### src/pifeb_pkg.sv
package pifeb_pkg;

  // register addresses as printed, one byte per address
  localparam logic [11:0] OFF_REQ0 = 12'h70c;
  localparam logic [11:0] OFF_REQ1 = 12'h70d;
  localparam logic [11:0] OFF_REQ2 = 12'h70e;
  localparam logic [11:0] OFF_EN0 = 12'h716;
  localparam logic [11:0] OFF_EN1 = 12'h717;
  localparam logic [11:0] OFF_EN2 = 12'h718;
  localparam logic [11:0] OFF_RX_DATA = 12'h720;
  localparam logic [11:0] OFF_TX_DATA = 12'h721;
  localparam logic [11:0] OFF_STATUS = 12'h722;

  // request register 0
  localparam int BIT_TIMER0 = 5;
  localparam int BIT_CHANGE = 4;
  localparam int BIT_EXT_PIN = 0;
  // request register 1
  localparam int BIT_CAPCMP1 = 7;
  localparam int BIT_TIMER2 = 6;
  localparam int BIT_TIMER1 = 5;
  localparam int BIT_SERIAL_RX = 4;
  localparam int BIT_SERIAL_TX = 3;
  localparam int BIT_BUS_COLL = 2;
  localparam int BIT_SYNC_SER = 1;
  localparam int BIT_CONVERTER = 0;
  // request register 2
  localparam int BIT_CAPCMP2 = 7;
  localparam int BIT_NVM_DONE = 6;
  localparam int BIT_T1_GATE = 5;
  // status register
  localparam int BIT_ST_IRQ = 0;
  localparam int BIT_ST_PEND0 = 1;
  localparam int BIT_ST_PEND12 = 2;
  localparam int BIT_ST_SHIFT_EMPTY = 3;

  // implemented bits and the software-clearable sticky bits
  localparam logic [7:0] IMPL_MASK_0 = 8'h31;
  localparam logic [7:0] IMPL_MASK_1 = 8'hff;
  localparam logic [7:0] IMPL_MASK_2 = 8'he0;
  localparam logic [7:0] STICKY_MASK_0 = 8'h21;
  localparam logic [7:0] STICKY_MASK_1 = 8'he7;
  localparam logic [7:0] STICKY_MASK_2 = 8'he0;

  localparam logic [7:0] RESET_REQ = 8'h00;
  localparam logic [7:0] RESET_EN = 8'h00;
  localparam logic [7:0] READ_ZERO = 8'h00;

  localparam int PIN_CHANGE_W = 24;

  typedef enum logic [3:0] {
    CCP_OFF = 4'b0001,
    CCP_CAPTURE = 4'b0010,
    CCP_COMPARE = 4'b0100,
    CCP_PWM = 4'b1000
  } pifeb_ccp_mode_t;

  typedef struct packed {
    logic [11:0] addr;
    logic [7:0] wdata;
    logic wr;
    logic rd;
  } pifeb_bus_t;

  typedef struct packed {
    pifeb_ccp_mode_t mode;
    logic capture;
    logic compare;
    logic pwm_level;
  } pifeb_ccp_t;

  typedef struct packed {
    logic timer0;
    logic ext_pin;
    logic timer2;
    logic timer1;
    logic bus_collision;
    logic sync_serial;
    logic converter;
    logic nvm_done;
  } pifeb_evt_t;

  typedef struct packed {
    logic rx_not_empty;
    logic tx_buf_empty;
    logic tx_shift_empty;
    logic [7:0] rx_data;
  } pifeb_uart_t;

endpackage : pifeb_pkg

### src/pifeb_flag_reg.sv
`timescale 1ns/100ps
module pifeb_flag_reg #(
  parameter logic [7:0] STICKY = 8'h00
) (
  input wire logic clock_in,
  input wire logic reset_in,
  input wire logic [7:0] set_in,
  input wire logic wr_in,
  input wire logic [7:0] wdata_in,
  output logic [7:0] flags_out
);
  import pifeb_pkg::*;

  logic [7:0] flags_r;
  logic [7:0] flags_nxt;

  // a set in the same cycle as a clearing write wins, so no event is lost
  always_comb begin
    flags_nxt = STICKY & (set_in | (wr_in ? wdata_in : flags_r));
  end

  always_ff @(posedge clock_in) begin
    if (reset_in) begin
      flags_r <= RESET_REQ;
    end else begin
      flags_r <= flags_nxt;
    end
  end

  assign flags_out = flags_r;

endmodule : pifeb_flag_reg

### src/pifeb_bank.sv
// Notes on behaviour
// capcmp1_flag sets per mode on capture, compare match or PWM trailing edge; sticky
// capcmp2_flag behaves the same per mode; only software clears it
// timer2_flag set by hardware event, stays until software writes it clear
// timer1_flag set by hardware event, cleared only by software write
// serial_rx_flag read-only, high while the receive buffer holds data
// reading serial_rx_data clears serial_rx_flag; writes cannot clear it
// serial_tx_flag read-only, high while transmit buffer is empty
// serial_tx_flag clears only on loading serial_tx_data; not transmission-complete
// bus_collision_flag sets on detected collision, sticky until software clears
// sync_serial_flag sets on port event, cleared only by software
// converter_flag sets on converter event, holds until software clears
// nvm_done_flag sets when memory operation completes, sticky
// timer1_gate_flag sets when gate goes inactive, reads 0 only after clear
// flags set regardless of enable bits and global gate
// software should clear a pending flag before enabling it
// enable register 1 and 2 sources need periph_irq_gate as well
// enable register 0 sources need only global_irq_gate
// change_detect_flag is OR of pin_change_flags; clears when all clear
// pending is flag AND same-position enable; all pending ORed to core
`timescale 1ns/100ps
module pifeb_bank (
  input wire logic clock_in,
  input wire logic reset_in,
  input wire pifeb_pkg::pifeb_bus_t bus_in,
  output logic [7:0] rd_data_out,
  input wire pifeb_pkg::pifeb_ccp_t ccp1_in,
  input wire pifeb_pkg::pifeb_ccp_t ccp2_in,
  input wire pifeb_pkg::pifeb_evt_t evt_in,
  input wire logic timer1_gate_active_in,
  input wire logic [pifeb_pkg::PIN_CHANGE_W-1:0] pin_change_flags_in,
  input wire pifeb_pkg::pifeb_uart_t uart_in,
  output logic rx_pop_out,
  output logic tx_load_out,
  output logic [7:0] tx_data_out,
  input wire logic global_irq_gate_in,
  input wire logic periph_irq_gate_in,
  output logic irq_out,
  output logic [7:0] pending0_out,
  output logic [7:0] pending1_out,
  output logic [7:0] pending2_out
);
  import pifeb_pkg::*;

  // address decode shared by reads and writes
  function automatic logic hit(input pifeb_bus_t b, input logic [11:0] off);
    hit = (b.addr == off);
  endfunction : hit

  // selects the event that counts for the unit's present mode
  function automatic logic ccp_event(input pifeb_ccp_t c, input logic pwm_prev);
    case (c.mode)
      CCP_CAPTURE: ccp_event = c.capture;
      CCP_COMPARE: ccp_event = c.compare;
      CCP_PWM: ccp_event = pwm_prev & ~c.pwm_level;
      default: ccp_event = 1'b0;
    endcase
  endfunction : ccp_event

  logic wr_req0;
  logic wr_req1;
  logic wr_req2;
  logic rd_rx_data;
  logic wr_tx_data;

  logic [7:0] enable0_r;
  logic [7:0] enable1_r;
  logic [7:0] enable2_r;

  logic pwm1_prev_r;
  logic pwm2_prev_r;
  logic gate_prev_r;
  logic capcmp1_set;
  logic capcmp2_set;
  logic gate_set;

  logic [7:0] set0;
  logic [7:0] set1;
  logic [7:0] set2;
  logic [7:0] sticky0;
  logic [7:0] sticky1;
  logic [7:0] sticky2;

  logic rx_pop_hold_r;
  logic tx_load_hold_r;
  logic serial_rx_flag;
  logic serial_tx_flag;
  logic change_detect_flag;

  logic [7:0] request0;
  logic [7:0] request1;
  logic [7:0] request2;
  logic [7:0] pend0;
  logic [7:0] pend1;
  logic [7:0] pend2;
  logic any_pend0;
  logic any_pend12;
  logic irq_nxt;
  logic irq_r;

  logic [7:0] rd_data_r;
  logic [7:0] rd_data_nxt;
  logic [7:0] tx_data_r;

  // write decode; request bits that are read-only ignore the write
  always_comb begin
    wr_req0 = bus_in.wr & hit(bus_in, OFF_REQ0);
    wr_req1 = bus_in.wr & hit(bus_in, OFF_REQ1);
    wr_req2 = bus_in.wr & hit(bus_in, OFF_REQ2);
    wr_tx_data = bus_in.wr & hit(bus_in, OFF_TX_DATA);
    rd_rx_data = bus_in.rd & hit(bus_in, OFF_RX_DATA);
  end

  // enable registers, plain read/write
  always_ff @(posedge clock_in) begin
    if (reset_in) begin
      enable0_r <= RESET_EN;
      enable1_r <= RESET_EN;
      enable2_r <= RESET_EN;
    end else begin
      if (bus_in.wr && hit(bus_in, OFF_EN0)) begin
        enable0_r <= bus_in.wdata & IMPL_MASK_0;
      end
      if (bus_in.wr && hit(bus_in, OFF_EN1)) begin
        enable1_r <= bus_in.wdata & IMPL_MASK_1;
      end
      if (bus_in.wr && hit(bus_in, OFF_EN2)) begin
        enable2_r <= bus_in.wdata & IMPL_MASK_2;
      end
    end
  end

  // edge history for PWM trailing edges and the timer gate
  always_ff @(posedge clock_in) begin
    if (reset_in) begin
      pwm1_prev_r <= 1'b0;
      pwm2_prev_r <= 1'b0;
      gate_prev_r <= 1'b0;
    end else begin
      pwm1_prev_r <= ccp1_in.pwm_level;
      pwm2_prev_r <= ccp2_in.pwm_level;
      gate_prev_r <= timer1_gate_active_in;
    end
  end

  // set terms take no account of any enable or gate
  always_comb begin
    capcmp1_set = ccp_event(ccp1_in, pwm1_prev_r);
    capcmp2_set = ccp_event(ccp2_in, pwm2_prev_r);
    gate_set = gate_prev_r & ~timer1_gate_active_in;
    set0 = 8'h00;
    set0[BIT_TIMER0] = evt_in.timer0;
    set0[BIT_EXT_PIN] = evt_in.ext_pin;
    set1 = 8'h00;
    set1[BIT_CAPCMP1] = capcmp1_set;
    set1[BIT_TIMER2] = evt_in.timer2;
    set1[BIT_TIMER1] = evt_in.timer1;
    set1[BIT_BUS_COLL] = evt_in.bus_collision;
    set1[BIT_SYNC_SER] = evt_in.sync_serial;
    set1[BIT_CONVERTER] = evt_in.converter;
    set2 = 8'h00;
    set2[BIT_CAPCMP2] = capcmp2_set;
    set2[BIT_NVM_DONE] = evt_in.nvm_done;
    set2[BIT_T1_GATE] = gate_set;
  end

  // sticky flags: hardware sets, software write of 0 clears
  pifeb_flag_reg #(
    .STICKY(STICKY_MASK_0)
  ) u_req0 (
    .clock_in(clock_in),
    .reset_in(reset_in),
    .set_in(set0),
    .wr_in(wr_req0),
    .wdata_in(bus_in.wdata),
    .flags_out(sticky0)
  );

  pifeb_flag_reg #(
    .STICKY(STICKY_MASK_1)
  ) u_req1 (
    .clock_in(clock_in),
    .reset_in(reset_in),
    .set_in(set1),
    .wr_in(wr_req1),
    .wdata_in(bus_in.wdata),
    .flags_out(sticky1)
  );

  pifeb_flag_reg #(
    .STICKY(STICKY_MASK_2)
  ) u_req2 (
    .clock_in(clock_in),
    .reset_in(reset_in),
    .set_in(set2),
    .wr_in(wr_req2),
    .wdata_in(bus_in.wdata),
    .flags_out(sticky2)
  );

  // the buffer status lags one cycle behind a pop or load, so the flag is
  // masked for that cycle rather than showing a stale buffer state
  always_ff @(posedge clock_in) begin
    if (reset_in) begin
      rx_pop_hold_r <= 1'b0;
      tx_load_hold_r <= 1'b0;
    end else begin
      rx_pop_hold_r <= rd_rx_data;
      tx_load_hold_r <= wr_tx_data;
    end
  end

  always_ff @(posedge clock_in) begin
    if (reset_in) begin
      tx_data_r <= 8'h00;
    end else if (wr_tx_data) begin
      tx_data_r <= bus_in.wdata;
    end
  end

  always_comb begin
    serial_rx_flag = uart_in.rx_not_empty & ~rx_pop_hold_r;
    serial_tx_flag = uart_in.tx_buf_empty & ~tx_load_hold_r;
    change_detect_flag = |pin_change_flags_in;
  end

  // assembled request registers
  always_comb begin
    request0 = sticky0;
    request0[BIT_CHANGE] = change_detect_flag;
    request1 = sticky1;
    request1[BIT_SERIAL_RX] = serial_rx_flag;
    request1[BIT_SERIAL_TX] = serial_tx_flag;
    request2 = sticky2;
  end

  // pending terms and gating toward the core
  always_comb begin
    pend0 = request0 & enable0_r;
    pend1 = request1 & enable1_r;
    pend2 = request2 & enable2_r;
    any_pend0 = |pend0;
    any_pend12 = |{pend1, pend2};
    irq_nxt = global_irq_gate_in & (any_pend0 | (periph_irq_gate_in & any_pend12));
  end

  always_ff @(posedge clock_in) begin
    if (reset_in) begin
      irq_r <= 1'b0;
    end else begin
      irq_r <= irq_nxt;
    end
  end

  // read path, data one cycle after the strobe; unmapped reads give zero
  always_comb begin
    rd_data_nxt = READ_ZERO;
    case (1'b1)
      hit(bus_in, OFF_REQ0): rd_data_nxt = request0;
      hit(bus_in, OFF_REQ1): rd_data_nxt = request1;
      hit(bus_in, OFF_REQ2): rd_data_nxt = request2;
      hit(bus_in, OFF_EN0): rd_data_nxt = enable0_r;
      hit(bus_in, OFF_EN1): rd_data_nxt = enable1_r;
      hit(bus_in, OFF_EN2): rd_data_nxt = enable2_r;
      hit(bus_in, OFF_RX_DATA): rd_data_nxt = uart_in.rx_data;
      hit(bus_in, OFF_TX_DATA): rd_data_nxt = tx_data_r;
      hit(bus_in, OFF_STATUS): begin
        rd_data_nxt[BIT_ST_IRQ] = irq_r;
        rd_data_nxt[BIT_ST_PEND0] = any_pend0;
        rd_data_nxt[BIT_ST_PEND12] = any_pend12;
        rd_data_nxt[BIT_ST_SHIFT_EMPTY] = uart_in.tx_shift_empty;
      end
      default: rd_data_nxt = READ_ZERO;
    endcase
  end

  always_ff @(posedge clock_in) begin
    if (reset_in) begin
      rd_data_r <= READ_ZERO;
    end else if (bus_in.rd) begin
      rd_data_r <= rd_data_nxt;
    end else begin
      rd_data_r <= READ_ZERO;
    end
  end

  assign rd_data_out = rd_data_r;
  assign rx_pop_out = rd_rx_data;
  assign tx_load_out = wr_tx_data;
  assign tx_data_out = tx_data_r;
  assign irq_out = irq_r;
  assign pending0_out = pend0;
  assign pending1_out = pend1;
  assign pending2_out = pend2;

endmodule : pifeb_bank

### config.mk
export PLATFORM = sky130hd
export DESIGN_NAME = pifeb_bank
export DESIGN_NICKNAME = d
export VERILOG_FILES = /design/src/pifeb_pkg.sv /design/src/pifeb_flag_reg.sv /design/src/pifeb_bank.sv
export SDC_FILE = /design/constraint.sdc
export NUM_CORES = 1
export LEC_CHECK = 0
export BUFFER_PORTS_ARGS = -buffer_cell sky130_fd_sc_hd__buf_2
export CORE_MARGIN = 3
export CORE_UTILIZATION = 25
export CTS_BUF_LIST = sky130_fd_sc_hd__clkbuf_8
export DETAILED_ROUTE_END_ITERATION = 8
export GPL_ROUTABILITY_DRIVEN = 0
export PLACE_DENSITY = 0.48
export RECOVER_POWER = 100
export SYNTH_ARGS = -nofsm -noshare
export SYNTH_HDL_FRONTEND = slang
export SYNTH_SLANG_ARGS = --single-unit
### constraint.sdc
create_clock -name clock_in -period 2.7 [get_ports clock_in]
set_input_delay 0.405 -clock clock_in [delete_from_list [all_inputs] [get_ports clock_in]]
set_output_delay 0.405 -clock clock_in [all_outputs]
set_load 0.02 [all_outputs]
==> results.toml, run 1 <==
[run_status]
status = "completed"

[min_path]
hold_depth = 3
hp-start = "global_irq_gate_in"
hp-class = "in2reg"
hold_end = "irq_out"

[synthesis]
syn_area_mm2 = 0.00268
yosysTopAreaCellShare = 0.351
synth.avg_cell_area_um2 = 8.48
synth_area_leaders = "dfxtp_1 (35%), mux2i_1 (8.2%), a21oi_1 (4.3%), nor2_1 (4.2%), nand2_1 (3.9%)"
synth_xor_area_frac = 0.00327
synth_cells = 316
yosys.area.top_type = "dfxtp_1"
async_flop_share = 0
synth_edf_count = 0
synth_top_family_by_area = "simple AND/OR/NAND/NOR gates"
synthMuxAreaShare = 0.0822
ys.warnings.count = 0
synth_compound_area_frac = 0.183
ys.flop_type = "dfxtp_1"
synth_simple_gate_area_frac = 0.313
ys_seq_area_frac = 0.351
yosys.area_share.adder = 0
synth-seq-cells = 47
ys_types = 63

[run]
cap_violations = 0

[global_route]
grt_usage = 0.155
grt_pass1_wl_mm = 14.2
grt_pass1_vias = 2685
grt-ovfl-total = 0
grt_max_degree = 31
grt_antenna_before_repair = 0

[clock_tree]
cts_hold_buf = 0
ctsResizeCount = 0
h-tree-depth = 2
clkLatencyLatePin_ns = 0.31
cts_sinks = 47
cts_buffers = 5
clk_pin_slew_ns = 0.10
cts_setup_buffers = 0
cts_root_buf = "clkbuf_8"
cts_tree = "done"
cts_max_path_buffers = 2

[setup_path]
cp_data_arrival_time_ns = 2.42
r2r_cells = 5
rrSetupSlack_ns = 0.88
r2r-start = "u_req2.flags_out[5]"
cp_cell_sequence = "buf_2 -> or4b_4 -> nor4_1 -> clkbuf_1 -> a21oi_2 -> a221o_1 -> a221oi_2"
cp.buffers_inverters = 2
crit_fanout = 6
critPathTopFamily = "simple AND/OR/NAND/NOR gates"
cp-start-kind = "input port"
slowest_stage = "or4b_4"
critical_path.max_stage_delay_ns = 0.58
required_ns = 2.94
rr_endpoint = "rd_data_out[2]"
crit_type = "in2reg"
cp-end-kind = "register"

[sta]
relSlewSlack = 0.0861
worst_pin_slew_ns = 1.37
fmax_mhz = 457
fin_skew_ns = 0.0116
period_share = 0.810
rsz0062_at_grt = "no"
finalSetupViolCount = 0
whs_ns = 0.318
maxSlewViolCount = 0
setup_tns_ns = 0
final-hold-violation-count = 0
fin_crit_ns = 2.19

[floorplanning]
die-area_mm2 = 0.0120
coreArea_mm2 = 0.0104
start_util = 0.258
fp.dieW_um = 110
io_pins = 127
die_h_um = 110
rows = 37

[route]
wl_per_cell_um = 16.4
first_pass_iters = 4
via_count = 2802
drcViolationCount = 0
wirelength_mm = 9.45
postRouteAntennaNets = 0
drt_iter0_markers = 125
vias_per_cell = 4.86

[layout]
multiInputGateArea_mm2 = 0.00154
final_nets = 523
n_antenna_cell = 0
instances_no_fill = 576
regArea_um2 = 941
fillers = 1140
drive_above_1_share = 0.259
synthToLayoutAreaGrowth_pct = 29.0
fin_area_mm2 = 0.00345

[power_and_ir_drop]
p_leak_nw = 1.37
irDropWorstVdd_uv = 245
pwr_density_cell_mw_per_mm2 = 443

[placement]
dpl.hpwl_mm = 7.56
port_buffers = 116
postPlaceCellArea_mm2 = 0.00343
place_inst = 568
[placed cells by master (no fill, tap or decap), types with 9 or more instances in the layout]
master	netlist	layout
nor2_1	30	30
and2_1	11	9
inv_1	11	11
conb_1	1	10
dfxtp_1	47	47
nor4_1	8	10
nand3_1	12	12
buf_2	3	83
a21oi_1	23	23
buf_4	10	9
mux2i_1	22	22
nand2_1	28	28
nor3_1	10	12
clkbuf_1	8	38
[synth_stat cells, drive strengths merged (4+ instances only)]
cell    number
dfxtp       47
nor2        30
nand2       28
a21oi       24
mux2i       22
buf         15
nand3       13
nor3        12
and2        11
inv         11
nor4        11
clkbuf       8
a211oi       7
nor2b        7
o21ai        7
a22oi        4
nand3b       4
nor4b        4
o31ai        4
[tightest hold or removal path, cell delays in order]
cell,delay [ns]
buf_2,0.10
inv_1,0.05
a311oi_1,0.04
[layer usage]
layer / track usage / wire length [um] / up-vias
met5: 0 / 0 / -
met4: 0.0508 / 177 / 0
met3: 0.0346 / 761 / 14
met2: 0.252 / 4290 / 118
met1: 0.203 / 4220 / 1280
li1: - / - / 1390
[cell families after synthesis]
family / after synthesis
buf+inv: 34
simple gates: 141
other cells: 1
compound gates: 70
flops: 47
mux: 22
xor+xnor: 1
[per-stage QoR]
| step | worst slack [ns] | total power [mW] | util |
|---|---|---|---|
| 2_1_floorplan | 0.726 | 0.832 | - |
| 3_3_place_gp | 0.443 | 0.920 | 0.331 |
| 3_5_place_dp | 0.413 | 0.923 | 0.331 |
| 4_1_cts | 0.682 | 1.55 | 0.344 |
| 5_1_grt | 0.400 | 1.60 | 0.333 |
| 6_report | 0.514 | 1.53 | 0.333 |
[state kept, by name, summed over array words and instances (netlist names)]
| register | flops |
|---|---|
| rx_pop_hold_r | 1 |
| tx_load_hold_r | 1 |
| u_req1.flags_out | 6 |
| pwm1_prev_r | 1 |
| enable2_r | 3 |
| u_req2.flags_out | 3 |
| u_req0.flags_out | 2 |
| pwm2_prev_r | 1 |
| irq_out | 1 |
| gate_prev_r | 1 |
| enable1_r | 8 |
| rd_data_out | 8 |
| enable0_r | 3 |
| tx_data_out | 8 |
[layout make-up]
| type | instances | area share |
|---|---|---|
| Sequential cell | 47 | 0.272 |
| Clock buffer | 5 | 0.0199 |
| Multi-Input combinational cell | 244 | 0.446 |
| Inverter | 11 | 0.0120 |
| Tap cell | 136 | 0.0493 |
| Timing Repair Buffer | 130 | 0.181 |
| Clock inverter | 3 | 0.0196 |
[report_power, final]
part / internal [mW] / switching (mW) / leakage [nW]
registers: 0.707 / 0.0129 / 0.382
clock network: 0.369 / 0.259 / 0.0644
logic: 0.0790 / 0.104 / 0.925
total: 1.15 / 0.376 / 1.37
[how the worst max path moves through the flow]
stage	startpoint	endpoint	slack, ns	cells past startpoint
final	bus_in[15]	rd_data_out[4]	0.51	7
after global routing	bus_in[15]	rd_data_out[4]	0.40	7
after CTS	bus_in[14]	tx_load_out	0.68	6
after detailed placement	bus_in[10]	rd_data_out[5]	0.41	6
after global placement	bus_in[10]	rd_data_out[5]	0.44	6
after floorplan	bus_in[15]	rd_data_out[4]	0.73	5
Power figures use the tool's default switching activity.
==> run 2, diff against run 1 <==
==> constraint.sdc (replaced) <==
create_clock -name clock_in -period 2.2 [get_ports clock_in]
set_input_delay 0.33 -clock clock_in [delete_from_list [all_inputs] [get_ports clock_in]]
set_output_delay 0.33 -clock clock_in [all_outputs]
set_load 0.02 [all_outputs]
==> run 2 against run 1 <==
Register-to-register slack worse by 0.53 ns. Via count increased by 1.2%. Critical path depth decreased by 1. Clock power grew 9.6%. First-iteration DRC count is 47% higher. Combinational power is 28% higher. Die area did not move. Core utilization up 0.40 points. Sequential power increased by 23%. Wire length fell by 0.15%. Design area up 1.2%. Global-route usage up 0.23 points.
==> results.toml, run 2 (synthesis results as in run 1) <==
[min_path]
hp-start = "global_irq_gate_in"
hp-class = "in2reg"
hold_end = "irq_out"
hold_depth = 3

[floorplanning]
io_pins = 127
fp.dieW_um = 110
start_util = 0.258
die_h_um = 110
die-area_mm2 = 0.0120
rows = 37
coreArea_mm2 = 0.0104

[power_and_ir_drop]
p_leak_nw = 1.39
total_power_mw = 1.81
irDropWorstVdd_uv = 263
pwr_density_cell_mw_per_mm2 = 516

[layout]
n_antenna_cell = 0
final_nets = 528
final_common_cell = "buf_2"
fin_util = 0.337
layout_common_cells = "buf_2 (80), dfxtp_1 (47), clkbuf_1 (42)"
drive_above_1_share = 0.261
synthToLayoutAreaGrowth_pct = 30.5
fillers = 1168

[clock_tree]
cts_sinks = 47
cts_setup_buffers = 0
cts_max_path_buffers = 2
clkLatencyLatePin_ns = 0.30
cts_hold_buf = 0
cts_buffers = 5
cts_root_buf = "clkbuf_8"
h-tree-depth = 2
cts_tree = "done"
ctsResizeCount = 0
clk_pin_slew_ns = 0.09

[placement]
dpl.hpwl_mm = 7.60
port_buffers = 116

[sta]
period_share = 0.921
worst_pin_slew_ns = 0.826
fin_skew_ns = 0.0111
maxSlewViolCount = 0
whs_ns = 0.241
fmax_mhz = 494
relSlewSlack = 0.449
finalSetupViolCount = 0
rsz0062_at_grt = "no"
setup_tns_ns = 0
final-hold-violation-count = 0
fin_crit_ns = 2.03

[setup_path]
cp-end-kind = "register"
cp_data_arrival_time_ns = 2.25
rrSetupSlack_ns = 0.35
rr_endpoint = "rd_data_out[2]"
required_ns = 2.42
crit_type = "in2reg"
crit_fanout = 5
r2r-start = "u_req2.flags_out[5]"
r2r_cells = 5
cp-start-kind = "input port"

[global_route]
grt_max_degree = 39
grt_pass1_vias = 2760
grt-ovfl-total = 0
grt_usage = 0.157
grt_pass1_wl_mm = 14.5
grt_antenna_before_repair = 1

[route]
wirelength_mm = 9.43
via_count = 2835
drcViolationCount = 0
wl_per_cell_um = 16.2
postRouteAntennaNets = 0
first_pass_iters = 4
vias_per_cell = 4.88
drt_iter0_markers = 184

[run_status]
status = "completed"

[run]
cap_violations = 0
-- run 2: where the power goes --
part | switching, mW | leakage, nW | internal [mW]
sequential | 0.0158 | 0.382 | 0.867
combinational | 0.132 | 0.945 | 0.102
clock | 0.314 | 0.0618 | 0.374
-- run 2: how the worst max path moves through the flow --
stage	start	endpoint	slack, ns	cells after the start
after floorplan	bus_in[15]	rd_data_out[4]	0.30	5
after global placement	bus_in[15]	rd_data_out[4]	0.12	6
after detailed placement	bus_in[15]	rd_data_out[4]	0.09	6
after CTS	bus_in[14]	tx_load_out	0.36	6
after global routing	bus_in[15]	rd_data_out[4]	0.1	6
final	bus_in[15]	rd_data_out[4]	0.17	6
-- run 2: final cells by class --
type	count	area, um2	area share
Clock buffer	6	82.6	0.0236
Clock inverter	2	38.8	0.0111
Inverter	11	41.3	0.0118
Multi-Input combinational cell	244	1560	0.445
Sequential cell	47	941	0.269
Tap cell	136	170	0.0487
Timing Repair Buffer	135	666	0.190
-- run 2: stage by stage --
stage / cells / setup WS [ns] / cell area (um2)
6_report: 581 / 0.174 / 3500
4_1_cts: 581 / 0.360 / 3600
2_1_floorplan: 325 / 0.301 / 2710
3_5_place_dp: 573 / 0.0871 / 3480
3_3_place_gp: 573 / 0.123 / 3480
5_1_grt: 581 / 0.0954 / 3500
-- run 2: metal layers --
layer	part of all wire	track usage	wire, um
met5	0.0014	0	13
met4	0.013	0.0427	127
met3	0.082	0.0376	772
met2	0.46	0.256	4300
met1	0.45	0.208	4220
-- run 2: worst max-delay path: stages --
cell and delay (ns):
clkbuf_1 0.09, or4b_1 0.66, nor4_2 0.55, a21oi_2 0.06, a221o_1 0.33, a221oi_2 0.22
